**src/flash_map.vh**
```
/*
 * constants for the flash block map, programming units and context gating.
 * assumes: included by its bare name from the flash design files.
 */
// Notes on behaviour
// [RULE1] array of 52 kbytes in seven erase blocks: 4x1k, 28k, 16k, 4k.
// [RULE2] blocks end at 0FFF (four 1k), 7FFF, BFFF and CFFF.
// [RULE3] a program operation writes one whole 128-byte unit.
// [RULE4] a unit starts where the low eight bits are 00 or 80.
// [RULE5] an erase clears exactly one block, never several.
// [RULE6] software clears the whole array by erasing each block in turn.
// [RULE7] boot loader may touch the whole array; user mode works per block.
// [RULE8] in boot mode the serial bit rate is measured and matched.
// [RULE9] an external programmer may also erase and program.
// [RULE10] software protection blocks program and erase when engaged.
// [RULE11] subactive mode powers the array down partly, reads still allowed.
// [RULE12] clock-stop bit 0 stops the module clock, 1 restores it.
// [RULE13] with the debugger in use software keeps the flash clock bit at 1.
// [RULE14] addresses past the last block decode to no block, nothing changes.
`ifndef FLASH_MAP_VH
`define FLASH_MAP_VH
`define ADDR_W          16
`define BLK_W           3
`define NUM_BLKS        3'h7
`define BLK_NONE        3'h7
`define BLK0_END        16'h03FF
`define BLK1_END        16'h07FF
`define BLK2_END        16'h0BFF
`define BLK3_END        16'h0FFF
`define BLK4_END        16'h7FFF
`define BLK5_END        16'hBFFF
`define BLK6_END        16'hCFFF
`define UNIT_BYTES      8'h80
`define UNIT_OFS_MSB    6
`define UNIT_OFS_ZERO   7'h00
`define LOW_BYTE_MSB    7
`define CTX_USER        2'h0
`define CTX_BOOT        2'h1
`define CTX_PROG        2'h2
`define ST_IDLE         2'h0
`define ST_PROG         2'h1
`define ST_ERASE        2'h2
`define FLASH_RUN_BIT   1
`define BAUD_CNT_W      16
`endif

```
**src/flash_baud_meter.v**
```verilog
/*
 * measures the width of the host's first low pulse on the boot serial line
 * and reports it as the bit period in clock cycles.
 * assumes: rx_i is already synchronised to clk_i.
 */
`timescale 1ns/1ps
`include "flash_map.vh"
module flash_baud_meter #(
    parameter CNT_W = `BAUD_CNT_W
) (
    input  wire             clk_i,
    input  wire             rst_i,
    input  wire             arm_i,
    input  wire             rx_i,
    output reg  [CNT_W-1:0] period_o,
    output reg              locked_o
);
    reg [CNT_W-1:0] cnt_r;
    reg             meas_r;
    reg             rx_d_r;
    always @(posedge clk_i) begin
        if (rst_i) begin
            cnt_r    <= {CNT_W{1'b0}};
            meas_r   <= 1'b0;
            rx_d_r   <= 1'b1;
            period_o <= {CNT_W{1'b0}};
            locked_o <= 1'b0;
        end else begin
            rx_d_r <= rx_i;
            if (!arm_i) begin
                meas_r   <= 1'b0;
                locked_o <= 1'b0;
            end else if (!locked_o) begin
                // a start bit of known width sets the rate [RULE8]
                if (rx_d_r && !rx_i) begin
                    meas_r <= 1'b1;
                    cnt_r  <= {{(CNT_W-1){1'b0}}, 1'b1};
                end else if (meas_r && !rx_i && cnt_r != {CNT_W{1'b1}}) begin
                    cnt_r <= cnt_r + {{(CNT_W-1){1'b0}}, 1'b1};
                end else if (meas_r && rx_i) begin
                    meas_r   <= 1'b0;
                    period_o <= cnt_r;
                    locked_o <= 1'b1;
                end
            end
        end
    end
endmodule

```
**src/flash_block_map_and_gating.v**
```verilog
/*
 * flash array front end: address to erase-block decode, 128-byte unit
 * checks, context selection, protection, low-power read and module standby.
 * assumes: the cpu holds a request level for one cycle; the array core
 * performs the cell work signalled by the strobes and replies with done.
 */
`timescale 1ns/1ps
`include "flash_map.vh"
module flash_block_map_and_gating #(
    parameter ADDR_W = `ADDR_W
) (
    input  wire              CLOCK_I,
    input  wire              RST_I,
    input  wire [ADDR_W-1:0] ADDR_I,
    input  wire              PROG_REQ_I,
    input  wire              ERASE_REQ_I,
    input  wire              ERASE_ALL_I,
    input  wire              READ_REQ_I,
    input  wire              BOOT_MODE_I,
    input  wire              PROGRAMMER_MODE_I,
    input  wire              PROTECT_I,
    input  wire              SUBACTIVE_I,
    input  wire              FLASH_RUN_I,
    input  wire              SERIAL_RX_I,
    input  wire              CORE_DONE_I,
    output reg  [2:0]        BLOCK_O,
    output reg               BLOCK_VALID_O,
    output reg               PROG_STROBE_O,
    output reg  [ADDR_W-1:0] PROG_BASE_O,
    output reg               ERASE_STROBE_O,
    output reg  [6:0]        ERASE_SEL_O,
    output reg               BUSY_O,
    output reg               REJECT_O,
    output reg  [1:0]        CONTEXT_O,
    output reg               LOW_POWER_O,
    output reg               READ_OK_O,
    output reg               CLOCK_EN_O,
    output wire [15:0]       BAUD_PERIOD_O,
    output wire              BAUD_LOCKED_O
);
    // decode an address to its erase block [RULE1] [RULE2] [RULE14]
    function [2:0] blk_of;
        input [ADDR_W-1:0] a;
        begin
            if      (a <= `BLK0_END) blk_of = 3'h0;
            else if (a <= `BLK1_END) blk_of = 3'h1;
            else if (a <= `BLK2_END) blk_of = 3'h2;
            else if (a <= `BLK3_END) blk_of = 3'h3;
            else if (a <= `BLK4_END) blk_of = 3'h4;
            else if (a <= `BLK5_END) blk_of = 3'h5;
            else if (a <= `BLK6_END) blk_of = 3'h6;
            else                     blk_of = `BLK_NONE;
        end
    endfunction

    // one-hot select so only one block is ever erased [RULE5]
    function [6:0] onehot;
        input [2:0] b;
        begin
            onehot = (b == `BLK_NONE) ? 7'h00 : (7'h01 << b);
        end
    endfunction

    // boot and programmer mode pins and the serial line pass two flip-flops
    reg [1:0] boot_s_r;
    reg [1:0] pmode_s_r;
    reg [1:0] rx_s_r;
    always @(posedge CLOCK_I) begin
        if (RST_I) begin
            boot_s_r  <= 2'h0;
            pmode_s_r <= 2'h0;
            rx_s_r    <= 2'h3;
        end else begin
            boot_s_r  <= {boot_s_r[0], BOOT_MODE_I};
            pmode_s_r <= {pmode_s_r[0], PROGRAMMER_MODE_I};
            rx_s_r    <= {rx_s_r[0], SERIAL_RX_I};
        end
    end
    wire boot_w  = boot_s_r[1];
    wire pmode_w = pmode_s_r[1];

    flash_baud_meter #(
        .CNT_W    (16)
    ) u_baud (
        .clk_i    (CLOCK_I),
        .rst_i    (RST_I),
        .arm_i    (boot_w),
        .rx_i     (rx_s_r[1]),
        .period_o (BAUD_PERIOD_O),
        .locked_o (BAUD_LOCKED_O)
    );

    wire [2:0] blk_w      = blk_of(ADDR_I);
    wire       in_map_w   = (blk_w != `BLK_NONE);
    // unit must start on 00 or 80 of the low byte [RULE3] [RULE4]
    wire       aligned_w  = (ADDR_I[`UNIT_OFS_MSB:0] == `UNIT_OFS_ZERO);
    wire [1:0] ctx_w      = pmode_w ? `CTX_PROG : (boot_w ? `CTX_BOOT : `CTX_USER);
    // programmer mode works from its own unit, protection is software's [RULE9] [RULE10]
    wire       locked_w   = PROTECT_I && (ctx_w != `CTX_PROG);
    wire       clk_run_w  = FLASH_RUN_I; // [RULE12] [RULE13]

    reg [1:0] st_r;
    reg [1:0] st_nxt;
    reg [2:0] sweep_r;
    reg [2:0] sweep_nxt;
    reg       sweeping_r;
    reg       sweeping_nxt;

    always @* begin
        st_nxt       = st_r;
        sweep_nxt    = sweep_r;
        sweeping_nxt = sweeping_r;
        case (st_r)
            `ST_IDLE: begin
                if (sweeping_r) begin
                    st_nxt = `ST_ERASE;
                end
            end
            `ST_PROG: begin
                if (CORE_DONE_I) begin
                    st_nxt = `ST_IDLE;
                end
            end
            `ST_ERASE: begin
                if (CORE_DONE_I) begin
                    st_nxt = `ST_IDLE;
                    // the loader steps block by block for a full clear [RULE6] [RULE7]
                    if (sweeping_r) begin
                        if (sweep_r == `NUM_BLKS - 3'h1) begin
                            sweeping_nxt = 1'b0;
                        end else begin
                            sweep_nxt = sweep_r + 3'h1;
                        end
                    end
                end
            end
            default: st_nxt = `ST_IDLE;
        endcase
    end

    always @(posedge CLOCK_I) begin
        if (RST_I) begin
            st_r           <= `ST_IDLE;
            sweep_r        <= 3'h0;
            sweeping_r     <= 1'b0;
            BLOCK_O        <= `BLK_NONE;
            BLOCK_VALID_O  <= 1'b0;
            PROG_STROBE_O  <= 1'b0;
            PROG_BASE_O    <= {ADDR_W{1'b0}};
            ERASE_STROBE_O <= 1'b0;
            ERASE_SEL_O    <= 7'h00;
            BUSY_O         <= 1'b0;
            REJECT_O       <= 1'b0;
            CONTEXT_O      <= `CTX_USER;
            LOW_POWER_O    <= 1'b0;
            READ_OK_O      <= 1'b0;
            CLOCK_EN_O     <= 1'b1;
        end else begin
            st_r           <= st_nxt;
            sweep_r        <= sweep_nxt;
            sweeping_r     <= sweeping_nxt;
            PROG_STROBE_O  <= 1'b0;
            ERASE_STROBE_O <= 1'b0;
            REJECT_O       <= 1'b0;
            READ_OK_O      <= 1'b0;
            BLOCK_O        <= blk_w;
            BLOCK_VALID_O  <= in_map_w;
            CONTEXT_O      <= ctx_w;
            CLOCK_EN_O     <= clk_run_w;
            // power supply partly off, reads still served [RULE11]
            LOW_POWER_O    <= SUBACTIVE_I;
            if (clk_run_w && READ_REQ_I && in_map_w) begin
                READ_OK_O <= 1'b1;
            end
            // a stopped module takes no work; busy state is frozen [RULE12]
            if (!clk_run_w) begin
                st_r       <= st_r;
                sweep_r    <= sweep_r;
                sweeping_r <= sweeping_r;
                REJECT_O   <= PROG_REQ_I | ERASE_REQ_I | ERASE_ALL_I;
            end else if (st_r == `ST_IDLE && sweeping_r) begin
                ERASE_STROBE_O <= 1'b1;
                ERASE_SEL_O    <= onehot(sweep_r); // [RULE5]
                BUSY_O         <= 1'b1;
            end else if (st_r == `ST_IDLE && (PROG_REQ_I || ERASE_REQ_I || ERASE_ALL_I)) begin
                // low-power read state refuses cell changes as well
                if (locked_w || SUBACTIVE_I) begin
                    REJECT_O <= 1'b1; // [RULE10]
                end else if (ERASE_ALL_I) begin
                    if (ctx_w == `CTX_USER) begin
                        REJECT_O <= 1'b1; // [RULE7]
                    end else begin
                        sweeping_r <= 1'b1;
                        sweep_r    <= 3'h0;
                        BUSY_O     <= 1'b1;
                    end
                end else if (!in_map_w) begin
                    REJECT_O <= 1'b1; // [RULE14]
                end else if (PROG_REQ_I) begin
                    if (aligned_w) begin
                        PROG_STROBE_O <= 1'b1; // [RULE3] [RULE4]
                        PROG_BASE_O   <= ADDR_I;
                        BUSY_O        <= 1'b1;
                        st_r          <= `ST_PROG;
                    end else begin
                        REJECT_O <= 1'b1;
                    end
                end else begin
                    ERASE_STROBE_O <= 1'b1;
                    ERASE_SEL_O    <= onehot(blk_w); // [RULE5]
                    BUSY_O         <= 1'b1;
                    st_r           <= `ST_ERASE;
                end
            end else if (st_nxt == `ST_IDLE && st_r != `ST_IDLE && !sweeping_nxt) begin
                BUSY_O <= 1'b0;
            end
        end
    end
endmodule

```
**config.mk**
```make
export PLATFORM = sky130hd
export DESIGN_NAME = flash_block_map_and_gating
export DESIGN_NICKNAME = d
export VERILOG_FILES = /design/src/flash_baud_meter.v /design/src/flash_block_map_and_gating.v
export VERILOG_INCLUDE_DIRS = /design/src
export SDC_FILE = /design/constraint.sdc
export NUM_CORES = 1
export LEC_CHECK = 0
export ABC_AREA = 1
export BUFFER_PORTS_ARGS = -buffer_cell sky130_fd_sc_hd__buf_2
export CAP_MARGIN = 10
export CORE_ASPECT_RATIO = 1.1
export CORE_UTILIZATION = 54
export CTS_CLUSTER_DIAMETER = 40
export DETAILED_ROUTE_END_ITERATION = 8
export PLACE_DENSITY = 0.79
export SKIP_LAST_GASP = 1
export SYNTH_ARGS = -nofsm -noshare
export SYNTH_HDL_FRONTEND = slang
export SYNTH_SLANG_ARGS = --single-unit
```
**constraint.sdc**
```tcl
create_clock -name CLOCK_I -period 2.15 [get_ports CLOCK_I]
set_input_delay 0.1075 -clock CLOCK_I [delete_from_list [all_inputs] [get_ports CLOCK_I]]
set_output_delay 0.1075 -clock CLOCK_I [all_outputs]
set_load 0.01 [all_outputs]
```
==> flow_metrics.py <==
metrics = {
    "run_status": {
        "run_status": "finished clean",
    },
    "floorplan": {
        "design.die.area_sq_mm": 0.00737,
        "core_sq_mm": 0.00667,
        "row_count": 31,
        "die_w_um": 82.0,
        "io_pins": 82,
        "die_h_um": 90.0,
        "start_util": 0.569,
    },
    "logic_synthesis": {
        "netlist-cell-type-count": 40,
        "ys_seq_elements": 83,
        "synth_area_sq_mm": 0.00380,
        "synth.area.top_cells": "dfxtp_1, nor2_1, nand2_1, o21ai_0, inv_1",
        "syn-num-nets": 560,
        "postSynthAreaPerCell_sq_um": 7.29,
        "yosysSeqAreaShare": 0.438,
        "synth_cells": 521,
        "ys_warn_count": 0,
        "yosysTopAreaCellShare": 0.438,
        "yosysTopAreaCell": "dfxtp_1",
    },
    "finish": {
        "drive_gt1_frac": 0.202,
        "layout_commonest_cell": "nor2_1",
        "finalNetCount": 649,
        "final_cell_mix": "nor2_1, nand2_1, dfxtp_1",
        "area_delta_synth_final_pct": 20.6,
        "diodes": 0,
    },
    "clocking": {
        "clk-insertion-delay-late_ns": 0.36,
        "cts-resized-gates": 0,
        "cts_htree_levels": 3,
        "numCtsBuffers": 9,
        "hold_buffers": 8,
        "clockBufferDepth": 2,
        "cts_sinks": 83,
        "cts_tree": "done",
        "cts_root_buffer": "clkbuf_8",
        "clk_pin_slew_ns": 0.09,
        "post_cts_buffers": 0,
    },
    "routing": {
        "antenna_left": 0,
        "vias": 3681,
        "wl_um": 9180,
        "drc": 0,
        "wl_per_cell_um": 13.2,
        "first_iter_violations": 288,
        "first_pass_iters": 5,
        "via_per_inst": 5.28,
    },
    "pwr": {
        "worst_ir_drop_vdd_uv": 549,
        "pwr-share-comb": 0.068,
        "p_clk_frac": 0.444,
        "p_seq_frac": 0.489,
        "p_sw_mw": 0.756,
        "leakage_nw": 2.09,
        "p_sw_frac": 0.235,
        "power_density_mw_per_mm2": 702,
        "internal-power_mw": 2.46,
    },
    "grt": {
        "grt_usage": 0.262,
        "antenna_found_initial": 0,
        "overflow": 0,
        "grt_max_degree": 38,
        "grt_pass1_wl_um": 15100,
        "grt_pass1_vias": 3389,
    },
    "sta": {
        "setup_slack_ns": 0.251,
        "slew_headroom": 0.681,
        "layout_worst_path_cycle_share": 0.883,
        "max_freq_mhz": 527,
        "hold_viol_final": 0,
        "rsz0062_at_grt": "no",
        "setup_viol": 0,
        "final_max_slew_viol_count": 0,
        "skew_ns": 0.00586,
        "tightest_slew_ns": 0.474,
        "period_needed_ns": 1.90,
        "tns_ns": 0,
    },
    "job": {
        "maxCapViolations": 0,
    },
    "setup_path": {
        "cp_max_fo": 12,
        "cp.required_ns": 2.41,
        "crit_path_end_kind": "flip-flop",
        "worstSetupPathType": "reg2reg",
        "critPathArrivalTime_ns": 2.16,
        "start_kind": "flip-flop",
    },
    "placed_design": {
        "hpwl_um": 6460,
        "io_buffers": 81,
        "gp_congestion": 0.936,
        "dpl_worst_slack_ns": 0.287,
    },
    "worst_hold_path": {
        "hp-class": "in2reg",
    },
}
## logic make-up after synthesis
kind of cell / synth area share
and+or+nand+nor: 0.319
DFF: 0.438
AOI/OAI and AO/OA: 0.113
buffers and inverters: 0.0771
adders and majority gates: 0.0329
xor gates and xnor gates: 0.0208
## path summary, 6_finish.rpt
path / start / to / slack, ns / cells past startpoint
setup / recovery: st_r[0] / ERASE_SEL_O[2] / 0.25 / 9
hold / removal: ADDR_I[13] / PROG_BASE_O[13] / 0.02 / 3
setup reg to reg: st_r[0] / ERASE_SEL_O[2] / 0.25 / 9
hold reg to reg: boot_s_r[0] / boot_s_r[1] / 0.41 / 2
## Yosys cell counts (all sizes together)
cell type,n
a211oi,1
a21oi,38
a31oi,1
and2,1
and3,1
buf,7
clkbuf,8
clkinv,1
dfxtp,83
ha,10
inv,51
nand2,97
nand3,27
nand3b,2
nand4,7
nor2,112
nor3,11
nor3b,9
nor4,2
o211ai,1
o21a,1
o21ai,37
o22ai,1
or2,3
xnor2,3
xor2,6
## power by group through the flow
| stage | combinational [mW] | sequential (mW) | clock, mW |
|---|---|---|---|
| 6_report | 0.217 | 1.57 | 1.43 |
| 5_1_grt | 0.244 | 1.58 | 1.51 |
| 4_1_cts | 0.216 | 1.57 | 1.44 |
| 3_5_place_dp | 0.204 | 1.61 | 0 |
| 3_3_place_gp | 0.198 | 1.61 | 0 |
| 2_1_floorplan | 0.121 | 1.61 | 0 |
## worst max-delay path: stages, from the launching register on
cell,delay (ns)
dfxtp_1,0.40
inv_1,0.09
ha_1,0.23
nand2_1,0.20
inv_2,0.10
nor2_1,0.17
nor2_2,0.08
nand2_1,0.30
a21oi_1,0.11
o21a_1,0.12
## metal layers
layer | global-route usage | vias up | wire length [um]
met5 | 0 | - | 0
met4 | 0.0921 | 0 | 135
met3 | 0.0558 | 14 | 658
met2 | 0.425 | 154 | 4410
met1 | 0.336 | 1661 | 3970
li1 | - | 1852 | -
## state kept, by name, indices dropped and copies added, names as in the netlist, 2 cells and up
signal and count:
PROG_BASE_O 16, u_baud.cnt_r 16, u_baud.period_o 16, ERASE_SEL_O 7, BLOCK_O 3, sweep_r 3
CONTEXT_O 2, boot_s_r 2, pmode_s_r 2, rx_s_r 2, st_r 2
## stage by stage
stage	hold slack (ns)	util	cell area, sq um	power, mW	std cells
after global placement	0.294	0.636	4240	1.80	673
final	0.0216	0.686	4580	3.22	697
after global routing	0.0293	0.686	4580	3.33	697
after detailed placement	0.299	0.636	4240	1.81	673
after CTS	0.0233	0.686	4580	3.23	697
after floorplan	0.211	-	3800	1.73	521
## area by class of cell
type / count / area, sq um
clock buffer: 10 / 138
clock inverter: 6 / 119
fill: 561 / 2090
inverter: 52 / 200
multi-input combinational: 371 / 1840
sequential: 83 / 1660
tap: 82 / 103
timing repair buffer: 93 / 515
(Power assumes the default switching activity.)
